[src/core/tws_map.svh]
// Purpose: register offsets, field positions, reset values and timing counts
// Assumes: 32-bit AHB-Lite words, byte addresses
// Notes: definitions only
`ifndef TWS_MAP_SVH
`define TWS_MAP_SVH
// register byte offsets
`define TWS_CTRL_OFS 8'h00
`define TWS_STATUS_OFS 8'h04
`define TWS_CMD_OFS 8'h08
`define TWS_IRQ_STAT_OFS 8'h0c
`define TWS_IRQ_MASK_OFS 8'h10
`define TWS_ADDR_OFS 8'h14
`define TWS_DATA_OFS 8'h18
`define TWS_TOUT_OFS 8'h1c
`define TWS_INST2_OFS 8'h40
// control fields
`define TWS_CTRL_EN 0
`define TWS_CTRL_TOUT_EN 1
`define TWS_CTRL_SDA_HOLD 2
// status fields
`define TWS_ST_DATA_IRQ 7
`define TWS_ST_ADDR_STOP 6
`define TWS_ST_SCL_HOLD 5
`define TWS_ST_COLLISION 3
`define TWS_ST_DIR 1
`define TWS_ST_SCL_IN 8
`define TWS_ST_BUS_LO 9
// irq event bits
`define TWS_EV_ADDR 0
`define TWS_EV_DATA 1
`define TWS_EV_STOP 2
`define TWS_EV_TOUT 3
`define TWS_EV_DROP 4
// reset values
`define TWS_CTRL_RST 3'h0
`define TWS_ADDR_RST 7'h2a
`define TWS_TOUT_RST 16'h0fa0
// command code that answers and clears the data flag
`define TWS_CMD_RESPONSE 2'h3
`define TWS_CMD_COMPLETE 2'h2
// sda hold in cycles when the option bit is set
`define TWS_SDA_HOLD_CYC 4'h3
`endif

[src/core/tws_pkg.sv]
// Purpose: types of the two-wire slave
// Assumes: constants live in tws_map.svh
// Notes: bus conditions and byte-engine states
package tws_pkg;
	typedef enum logic [1:0] {
		TWS_BUS_UNKNOWN = 2'b00,
		TWS_BUS_IDLE = 2'b01,
		TWS_BUS_OWNER = 2'b10,
		TWS_BUS_BUSY = 2'b11
	} tws_bus_t;
	typedef enum logic [2:0] {
		TWS_S_IDLE = 3'b000,
		TWS_S_ADDR = 3'b001,
		TWS_S_ACK = 3'b010,
		TWS_S_HOLD = 3'b011,
		TWS_S_RX = 3'b100,
		TWS_S_TX = 3'b101,
		TWS_S_ACKW = 3'b110
	} tws_state_t;
endpackage : tws_pkg

[src/core/tws_cond_det.sv]
// Purpose: start, stop and scl edge detection on the two-wire lines
// Assumes: scl and sda already synchronous to hclk
// Notes: one register stage for edge history
`timescale 1ns/1ps
module tws_cond_det import tws_pkg::*; (
	// clock and reset
	input wire logic hclk,
	input wire logic hresetn,
	// line levels
	input wire logic scl_i,
	input wire logic sda_i,
	// detected events
	output logic start_p,
	output logic stop_p,
	output logic scl_rise_p,
	output logic scl_fall_p,
	output tws_bus_t bus_cond
);
	logic scl_q, scl_d, sda_q, sda_d;
	tws_bus_t bus_q, bus_d;
	// edge history and bus condition tracking
	always_comb begin
		scl_d = scl_i;
		sda_d = sda_i;
		bus_d = bus_q;
		if (start_p) begin
			bus_d = TWS_BUS_BUSY;
		end else if (stop_p) begin
			bus_d = TWS_BUS_IDLE;
		end
	end
	always_ff @(posedge hclk or negedge hresetn) begin
		if (!hresetn) begin
			scl_q <= 1'b1;
			sda_q <= 1'b1;
			bus_q <= TWS_BUS_UNKNOWN;
		end else begin
			scl_q <= scl_d;
			sda_q <= sda_d;
			bus_q <= bus_d;
		end
	end
	// sda falling while scl high is start, rising is stop
	assign start_p = scl_i && scl_q && sda_q && !sda_i;
	assign stop_p = scl_i && scl_q && !sda_q && sda_i;
	assign scl_rise_p = scl_i && !scl_q;
	assign scl_fall_p = !scl_i && scl_q;
	assign bus_cond = bus_q;
endmodule : tws_cond_det

[src/core/tws_slave.sv]
// Purpose: two-wire slave with flag, clock-hold and command handling
// Assumes: AHB-Lite single word transfers, synchronous pin inputs
// Notes: scl and sda are open-drain, driven low only when oe is high
// Behaviour
// - collision flag is meant to clear on start and repeated start
// - this revision clears collision flag only on a plain start
// - new address sets address/stop flag and holds scl; clearing releases
// - clear in same cycle as set leaves scl hold set, bus locks
// - response command 0b11 clears data flag one cycle later
// - timeout coinciding with start drops the transaction
// - sda hold option is a single control bit
// - second instance absent; its writes act as reserved writes
//
// Chosen here: the AHB-Lite register port and the address map.
`timescale 1ns/1ps
`include "tws_map.svh"
module tws_slave import tws_pkg::*; (
	// ahb-lite slave
	input wire logic hclk,
	input wire logic hresetn,
	input wire logic hsel,
	input wire logic [7:0] haddr,
	input wire logic [1:0] htrans,
	input wire logic hwrite,
	input wire logic [2:0] hsize,
	input wire logic [31:0] hwdata,
	input wire logic hready,
	output logic [31:0] hrdata,
	output logic hreadyout,
	output logic hresp,
	// two-wire lines, open drain
	input wire logic scl_i,
	output logic scl_o,
	output logic scl_oe,
	input wire logic sda_i,
	output logic sda_o,
	output logic sda_oe,
	// interrupt
	output logic irq
);
	logic start_p, stop_p, scl_rise_p, scl_fall_p;
	tws_bus_t bus_condition_field;
	tws_cond_det u_det (
		.hclk(hclk),
		.hresetn(hresetn),
		.scl_i(scl_i),
		.sda_i(sda_i),
		.start_p(start_p),
		.stop_p(stop_p),
		.scl_rise_p(scl_rise_p),
		.scl_fall_p(scl_fall_p),
		.bus_cond(bus_condition_field)
	);
	// bus address phase capture
	logic wr_pend_q, wr_pend_d, rd_pend_q, rd_pend_d;
	logic [7:0] a_q, a_d;
	logic [31:0] hrdata_q, hrdata_d;
	always_comb begin
		wr_pend_d = 1'b0;
		rd_pend_d = 1'b0;
		a_d = a_q;
		if (hsel && hready && htrans[1]) begin
			wr_pend_d = hwrite;
			rd_pend_d = !hwrite;
			a_d = haddr;
		end
	end
	always_ff @(posedge hclk or negedge hresetn) begin
		if (!hresetn) begin
			wr_pend_q <= 1'b0;
			rd_pend_q <= 1'b0;
			a_q <= 8'h00;
		end else begin
			wr_pend_q <= wr_pend_d;
			rd_pend_q <= rd_pend_d;
			a_q <= a_d;
		end
	end
	assign hreadyout = 1'b1;
	assign hresp = 1'b0;
	// decoded write strobes; unmapped and second-instance writes fall through
	logic w_ctrl, w_status, w_cmd, w_mask, w_addr, w_data, w_tout, r_irq;
	always_comb begin
		w_ctrl = 1'b0;
		w_status = 1'b0;
		w_cmd = 1'b0;
		w_mask = 1'b0;
		w_addr = 1'b0;
		w_data = 1'b0;
		w_tout = 1'b0;
		if (a_q == `TWS_CTRL_OFS) begin
			w_ctrl = wr_pend_q;
		end else if (a_q == `TWS_STATUS_OFS) begin
			w_status = wr_pend_q;
		end else if (a_q == `TWS_CMD_OFS) begin
			w_cmd = wr_pend_q;
		end else if (a_q == `TWS_IRQ_MASK_OFS) begin
			w_mask = wr_pend_q;
		end else if (a_q == `TWS_ADDR_OFS) begin
			w_addr = wr_pend_q;
		end else if (a_q == `TWS_DATA_OFS) begin
			w_data = wr_pend_q;
		end else if (a_q == `TWS_TOUT_OFS) begin
			w_tout = wr_pend_q;
		end
		r_irq = rd_pend_q && (a_q == `TWS_IRQ_STAT_OFS);
	end
	// configuration and flag state
	logic [2:0] ctrl_q, ctrl_d;
	logic [6:0] own_q, own_d;
	logic [15:0] tlim_q, tlim_d, tcnt_q, tcnt_d;
	logic [4:0] mask_q, mask_d, ist_q, ist_d, ev;
	logic addr_stop_irq_flag_q, addr_stop_irq_flag_d, data_irq_flag_q, data_irq_flag_d;
	logic scl_hold_status_q, scl_hold_status_d, coll_q, coll_d, dir_q, dir_d;
	logic dclr_q, dclr_d;
	logic [7:0] sh_q, sh_d, txb_q, txb_d, rxb_q, rxb_d;
	logic [3:0] bit_q, bit_d, sdh_q, sdh_d;
	logic sda_lo_q, sda_lo_d, sda_want;
	tws_state_t st_q, st_d;
	logic sw_clr_as, sw_clr_di, sw_clr_co, tout_p, drop;
	assign sw_clr_as = w_status && hwdata[`TWS_ST_ADDR_STOP];
	assign sw_clr_di = w_status && hwdata[`TWS_ST_DATA_IRQ];
	assign sw_clr_co = w_status && hwdata[`TWS_ST_COLLISION];
	// timeout fires while scl sits high on a busy bus
	assign tout_p = ctrl_q[`TWS_CTRL_TOUT_EN] && (bus_condition_field == TWS_BUS_BUSY) && (tcnt_q == tlim_q);
	assign drop = tout_p && start_p;
	always_comb begin
		ctrl_d = ctrl_q;
		own_d = own_q;
		tlim_d = tlim_q;
		mask_d = mask_q;
		st_d = st_q;
		sh_d = sh_q;
		txb_d = txb_q;
		rxb_d = rxb_q;
		bit_d = bit_q;
		dir_d = dir_q;
		sda_want = 1'b0;
		ev = 5'h00;
		dclr_d = 1'b0;
		addr_stop_irq_flag_d = addr_stop_irq_flag_q;
		data_irq_flag_d = data_irq_flag_q;
		scl_hold_status_d = scl_hold_status_q;
		coll_d = coll_q;
		tcnt_d = (scl_i && !tout_p) ? tcnt_q + 16'h0001 : 16'h0000;
		if (w_ctrl) ctrl_d = hwdata[2:0];
		if (w_addr) own_d = hwdata[6:0];
		if (w_tout) tlim_d = hwdata[15:0];
		if (w_mask) mask_d = hwdata[4:0];
		if (w_data) txb_d = hwdata[7:0];
		// data flag clears a cycle late
		if (w_cmd && hwdata[1:0] == `TWS_CMD_RESPONSE) dclr_d = 1'b1;
		if (dclr_q || sw_clr_di) begin
			data_irq_flag_d = 1'b0;
			scl_hold_status_d = 1'b0;
		end
		if (w_cmd && hwdata[1:0] == `TWS_CMD_COMPLETE) st_d = TWS_S_IDLE;
		if (sw_clr_co) coll_d = 1'b0;
		if (sw_clr_as) begin
			addr_stop_irq_flag_d = 1'b0;
			scl_hold_status_d = 1'b0;
		end
		if (start_p && bus_condition_field != TWS_BUS_BUSY) coll_d = 1'b0;
		// byte engine
		case (st_q)
			TWS_S_IDLE: begin
			end
			TWS_S_ADDR, TWS_S_RX: begin
				if (scl_rise_p) begin
					sh_d = {sh_q[6:0], sda_i};
					bit_d = bit_q + 4'h1;
				end
				if (scl_fall_p && bit_q == 4'h8) begin
					bit_d = 4'h0;
					if (st_q == TWS_S_ADDR) begin
						if (sh_q[7:1] == own_q) begin
							addr_stop_irq_flag_d = 1'b1;
							scl_hold_status_d = !sw_clr_as || addr_stop_irq_flag_q;
							if (sw_clr_as) scl_hold_status_d = 1'b1;
							dir_d = sh_q[0];
							ev[`TWS_EV_ADDR] = 1'b1;
							st_d = TWS_S_ACK;
						end else begin
							st_d = TWS_S_IDLE;
						end
					end else begin
						rxb_d = sh_q;
						data_irq_flag_d = 1'b1;
						scl_hold_status_d = 1'b1;
						ev[`TWS_EV_DATA] = 1'b1;
						st_d = TWS_S_ACK;
					end
				end
			end
			TWS_S_ACK: begin
				sda_want = !scl_hold_status_q || !dir_q;
				if (scl_fall_p) st_d = dir_q ? TWS_S_TX : TWS_S_RX;
				if (scl_fall_p && dir_q) sh_d = txb_q;
			end
			TWS_S_TX: begin
				sda_want = !sh_q[7];
				if (scl_fall_p) begin
					sh_d = {sh_q[6:0], 1'b1};
					bit_d = bit_q + 4'h1;
					if (bit_q == 4'h7) begin
						bit_d = 4'h0;
						st_d = TWS_S_ACKW;
					end
				end
				// line low while we leave it high is a collision
				if (scl_rise_p && sh_q[7] && !sda_i) coll_d = 1'b1;
			end
			TWS_S_ACKW: begin
				if (scl_rise_p && sda_i) st_d = TWS_S_IDLE;
				if (scl_fall_p) begin
					data_irq_flag_d = 1'b1;
					scl_hold_status_d = 1'b1;
					ev[`TWS_EV_DATA] = 1'b1;
					st_d = TWS_S_ACK;
				end
			end
			default: st_d = TWS_S_IDLE;
		endcase
		if (stop_p && st_q != TWS_S_IDLE) begin
			addr_stop_irq_flag_d = 1'b1;
			ev[`TWS_EV_STOP] = 1'b1;
			st_d = TWS_S_IDLE;
		end
		if (tout_p) ev[`TWS_EV_TOUT] = 1'b1;
		if (start_p && ctrl_q[`TWS_CTRL_EN]) begin
			st_d = drop ? TWS_S_IDLE : TWS_S_ADDR;
			bit_d = 4'h0;
			if (drop) ev[`TWS_EV_DROP] = 1'b1;
		end
		if (!ctrl_q[`TWS_CTRL_EN]) begin
			st_d = TWS_S_IDLE;
			scl_hold_status_d = 1'b0;
		end
		// sticky events; set wins over the read clear
		ist_d = (r_irq ? 5'h00 : ist_q) | ev;
		// sda hold: delay releasing/driving after scl fall when selected
		sdh_d = scl_fall_p ? (ctrl_q[`TWS_CTRL_SDA_HOLD] ? `TWS_SDA_HOLD_CYC : 4'h0) :
			(sdh_q != 4'h0 ? sdh_q - 4'h1 : 4'h0);
		sda_lo_d = (sdh_q == 4'h0 && !scl_fall_p) ? sda_want : sda_lo_q;
	end
	always_ff @(posedge hclk or negedge hresetn) begin
		if (!hresetn) begin
			ctrl_q <= `TWS_CTRL_RST;
			own_q <= `TWS_ADDR_RST;
			tlim_q <= `TWS_TOUT_RST;
			tcnt_q <= 16'h0000;
			mask_q <= 5'h00;
			ist_q <= 5'h00;
			addr_stop_irq_flag_q <= 1'b0;
			data_irq_flag_q <= 1'b0;
			scl_hold_status_q <= 1'b0;
			coll_q <= 1'b0;
			dir_q <= 1'b0;
			dclr_q <= 1'b0;
			sh_q <= 8'h00;
			txb_q <= 8'hff;
			rxb_q <= 8'h00;
			bit_q <= 4'h0;
			sdh_q <= 4'h0;
			sda_lo_q <= 1'b0;
			st_q <= TWS_S_IDLE;
		end else begin
			ctrl_q <= ctrl_d;
			own_q <= own_d;
			tlim_q <= tlim_d;
			tcnt_q <= tcnt_d;
			mask_q <= mask_d;
			ist_q <= ist_d;
			addr_stop_irq_flag_q <= addr_stop_irq_flag_d;
			data_irq_flag_q <= data_irq_flag_d;
			scl_hold_status_q <= scl_hold_status_d;
			coll_q <= coll_d;
			dir_q <= dir_d;
			dclr_q <= dclr_d;
			sh_q <= sh_d;
			txb_q <= txb_d;
			rxb_q <= rxb_d;
			bit_q <= bit_d;
			sdh_q <= sdh_d;
			sda_lo_q <= sda_lo_d;
			st_q <= st_d;
		end
	end
	// read mux on the address-phase haddr, registered at the end of the address phase
	always_comb begin
		hrdata_d = 32'h0000_0000;
		if (haddr == `TWS_CTRL_OFS) begin
			hrdata_d[2:0] = ctrl_q;
		end else if (haddr == `TWS_STATUS_OFS) begin
			hrdata_d[`TWS_ST_DATA_IRQ] = data_irq_flag_q;
			hrdata_d[`TWS_ST_ADDR_STOP] = addr_stop_irq_flag_q;
			hrdata_d[`TWS_ST_SCL_HOLD] = scl_hold_status_q;
			hrdata_d[`TWS_ST_COLLISION] = coll_q;
			hrdata_d[`TWS_ST_DIR] = dir_q;
			hrdata_d[`TWS_ST_SCL_IN] = scl_i;
			hrdata_d[`TWS_ST_BUS_LO+1:`TWS_ST_BUS_LO] = bus_condition_field;
		end else if (haddr == `TWS_IRQ_STAT_OFS) begin
			hrdata_d[4:0] = ist_q;
		end else if (haddr == `TWS_IRQ_MASK_OFS) begin
			hrdata_d[4:0] = mask_q;
		end else if (haddr == `TWS_ADDR_OFS) begin
			hrdata_d[6:0] = own_q;
		end else if (haddr == `TWS_DATA_OFS) begin
			hrdata_d[7:0] = rxb_q;
		end else if (haddr == `TWS_TOUT_OFS) begin
			hrdata_d[15:0] = tlim_q;
		end
	end
	always_ff @(posedge hclk or negedge hresetn) begin
		if (!hresetn) begin
			hrdata_q <= 32'h0000_0000;
		end else if (hsel && hready && htrans[1] && !hwrite) begin
			hrdata_q <= hrdata_d;
		end
	end
	assign hrdata = hrdata_q;
	// open drain: output value always low, enable pulls
	assign scl_o = 1'b0;
	assign scl_oe = scl_hold_status_q && !scl_i ? 1'b1 : scl_hold_status_q && scl_fall_p;
	assign sda_o = 1'b0;
	assign sda_oe = sda_lo_q;
	assign irq = |(ist_q & mask_q);
endmodule : tws_slave

[config.mk]
export PLATFORM = sky130hd
export DESIGN_NAME = tws_slave
export DESIGN_NICKNAME = d
export VERILOG_FILES = /design/src/core/tws_pkg.sv /design/src/core/tws_cond_det.sv /design/src/core/tws_slave.sv
export VERILOG_INCLUDE_DIRS = /design/src /design/src/core
export SDC_FILE = /design/constraint.sdc
export NUM_CORES = 1
export LEC_CHECK = 0
export BUFFER_PORTS_ARGS = -buffer_cell sky130_fd_sc_hd__buf_4
export CORE_ASPECT_RATIO = 0.8
export CORE_MARGIN = 4
export CORE_UTILIZATION = 35
export CTS_CLUSTER_SIZE = 24
export DETAILED_ROUTE_END_ITERATION = 8
export GPL_ROUTABILITY_DRIVEN = 0
export PLACE_DENSITY_LB_ADDON = 0.3
export SLEW_MARGIN = 20
export SYNTH_ARGS = -nofsm -noshare
export SYNTH_HDL_FRONTEND = slang
export SYNTH_SLANG_ARGS = --single-unit
[constraint.sdc]
create_clock -name hclk -period 5.2 [get_ports hclk]
set_clock_uncertainty 0.2 [all_clocks]
set_input_delay 0 -clock hclk [delete_from_list [all_inputs] [get_ports hclk]]
set_output_delay 0 -clock hclk [all_outputs]
set_load 0.05 [all_outputs]
==> results.txt <==
number of remaining DRC errors -> 0
IO Count -> 91
DR vias -> 4,570
WL per Instance -> 17.7 µm
Routed Antenna Nets -> 0
Reg clk slew, reported paths -> 0.06 ns
Tightest Pin Transition -> 0.908 ns
CP max stage cell -> nor2_1
Period minus WS final -> 2.63 ns
YS warnings -> 0
setup TNS -> 0 ns
drt pass-1 iters -> 5
first-pass GRT wire length -> 24.7 mm
CP required -> 5.29 ns
row cnt -> 43
Final Routed Wirelength -> 15.5 mm
Clock Path Buffers -> 2
Die Ht -> 127 µm
largest family of logic cells by synthesized area -> simple AND/OR/NAND/NOR gates
predominant post-synthesis flop cell -> dfrtp_1
Synth area leader -> dfrtp_1
pwr dens -> 322 nW/µm²
effective utilization at floorplan -> 35.8%
largest net degree at the start of global routing -> 83
outcome -> complete, no violations
CTS tree -> built
gr ovfl total -> 0
maximum VDD drop -> 0.000197 V
mux cell area share after synthesis -> 14.0%
Arrival @ worst endpoint -> 2.73 ns
Setup CP Type -> flip-flop to flip-flop
FF-to-FF Start -> st_q[1]
cell leakage power -> 3.38 nW
Buffers on Ports -> 50
Setup crit end kind -> flip-flop
top sig layer -> met4
EDFF count, synth -> 0
Final Hold Fails -> 0
Synth cell types -> 68
Final nets -> 693
vias in the first global route -> 4,495
Hold WC Path Type -> input port to async pin
final slew viol count -> 0
Post-CTS Setup Inserts -> 0
core region area -> 17,400 µm²
FMAX -> 380 MHz
Die ar. -> 20,000 µm²
final setup fails -> 0
crit-path cells -> nand2b_1 -> nor2_1 -> and3_1 -> o21ba_2 -> mux2_2
Layout fillers -> 1,633
Mapped Avg Cell Area -> 11.1 µm²
clock sink total -> 124
post-synthesis sequential area ratio -> 50.2%
unrepaired setup endpoints after global routing -> no
Initial DRC Count -> 359
chip width -> 157 µm
area growth from synthesis to layout -> 21.9%
CP Buf/Inv Count -> 0
All-Layer GR Usage -> 15.9%
routed wl met2 -> 6.68 mm
commonest non-fill, non-tap cell in the layout -> dfrtp_1
Synth Area in Simple Gates -> 15.0%
Synth Area in XOR/XNOR -> 5.35%
H-tree levels -> 4
Met1 Wirelength -> 7.80 mm
Worst path max stage delay -> 0.71 ns
dominant cells by area after synthesis -> dfrtp_1 (42%), mux2_2 (12%), dfstp_2 (8.0%)
Max-Cap Viols -> 0
crit path from -> st_q[1]
CP max FO -> 13
Final Core Density -> 43.7%
CP top delay family -> simple AND/OR/NAND/NOR gates
post-detail-place hpwl -> 11.4 mm
Post-Synth Adder-Cell Area -> 0.603%
Mapped Cells -> 561
Clk Tree Root Cell -> clkbuf_16
ant diodes -> 0
Num CTS Buffers -> 17
Slew Limit Headroom -> 39.2%
Synth Area in Compound Gates -> 9.85%
initial antenna violation count -> 0
vias per cell -> 5.22
Setup crit start kind -> flip-flop
Synth top area share -> 42.2%
metal3 WL -> 918 µm
final worst-path cycle share -> 50.7%
ys async rst share -> 100%
clk_lat worst skew -> 0.41 ns
synthesized flop and latch total -> 124
share of cells above drive strength 1 -> 28.1%
mapped cell area -> 6230 µm²
most frequent cells in the layout -> dfrtp_1 (105), mux2_2 (67), buf_4 (50)
==> power breakdown <==
| part | leakage [nW] | switching, mW | internal, mW |
|---|---|---|---|
| registers | 1.56 | 0.0463 | 1.02 |
| logic | 1.55 | 0.144 | 0.0971 |
| clock network | 0.272 | 0.441 | 0.700 |
| total | 3.38 | 0.631 | 1.81 |
==> kinds of logic after synthesis <==
kind of cell / Yosys count
adders and majority gates: 3
xor gates and xnor gates: 38
buffers and inverters: 53
muxes: 75
and+or+nand+nor: 179
other: 2
DFF: 124
AOI/OAI and AO/OA: 87
==> what timing repair did <==
item | CTS | global route
hold buffers | 30 | 0
gates resized for setup | 0 | 0
endpoints found under the hold margin | 153 | 0
==> final cells by class <==
| cell class | count | area, µm² | area share (%) |
|---|---|---|---|
| flip-flops and latches | 124 | 3130 | 41.2 |
| repair buffers | 81 | 687 | 9.05 |
| multi-input cells | 402 | 2870 | 37.8 |
| well taps | 225 | 282 | 3.71 |
| inverters | 12 | 45.0 | 0.593 |
| clock buffers | 21 | 470 | 6.20 |
| clock inverters | 11 | 113 | 1.48 |
==> through the flow <==
| stage | total power [mW] | cell area (µm²) | setup slack (ns) | hold slack [ns] | std cells |
|---|---|---|---|---|---|
| floorplan | 1.22 | 6290 | 3.26 | -0.496 | 579 |
| CTS | 2.46 | 7590 | 2.56 | 0.00216 | 876 |
| global placement | 1.29 | 6700 | 2.65 | -0.0507 | 814 |
| finish | 2.44 | 7590 | 2.57 | 0.000576 | 876 |
| global route | 2.54 | 7590 | 2.42 | 0.0464 | 876 |
| detailed placement | 1.30 | 6700 | 2.54 | -0.0472 | 814 |
==> metal layers <==
metal	vias up	global-route usage, %
met5	-	0
met4	0	3.64
met3	9	3.96
met2	134	22.4
met1	2306	24.4
li1	2121	-
==> cells in the mapped netlist, types with 4 or more instances <==
master      n
nand3_1    24
buf_4      21
mux2i_1     5
a21oi_1    17
or3_1       5
nor3b_1     4
nand2_1    48
a22o_1      9
nand4_1     7
xnor2_1    17
nor3_1     10
a22oi_1     6
buf_2       6
mux2_2     67
o31ai_1     6
dfstp_2    19
a31oi_1     5
nand2b_1    4
clkbuf_1   11
xor2_1     21
dfrtp_1   105
nor2b_1    10
and3_1      6
inv_1      12
o21ai_0    21
nor2_1     35
==> final timing paths <==
check,endpoint,slack (ns),depth (start not counted)
max in group asynchronous,tlim_q[9],3.78,3
min in group hclk,a_q[3],0.01,3
min,a_q[3],0.0006,2
max reg2reg,sh_q[5],2.57,5
min reg2reg,hrdata[2],0.28,2
max,sh_q[5],2.57,5
==> sequential cells by signal, indices dropped and copies added (netlist names), 5 cells and up <==
name,cells
a_q,8
hrdata,16
ist_q,5
mask_q,5
own_q,7
rxb_q,8
sh_q,8
tcnt_q,16
tlim_q,16
txb_q,8
(Power assumes the default switching activity.)
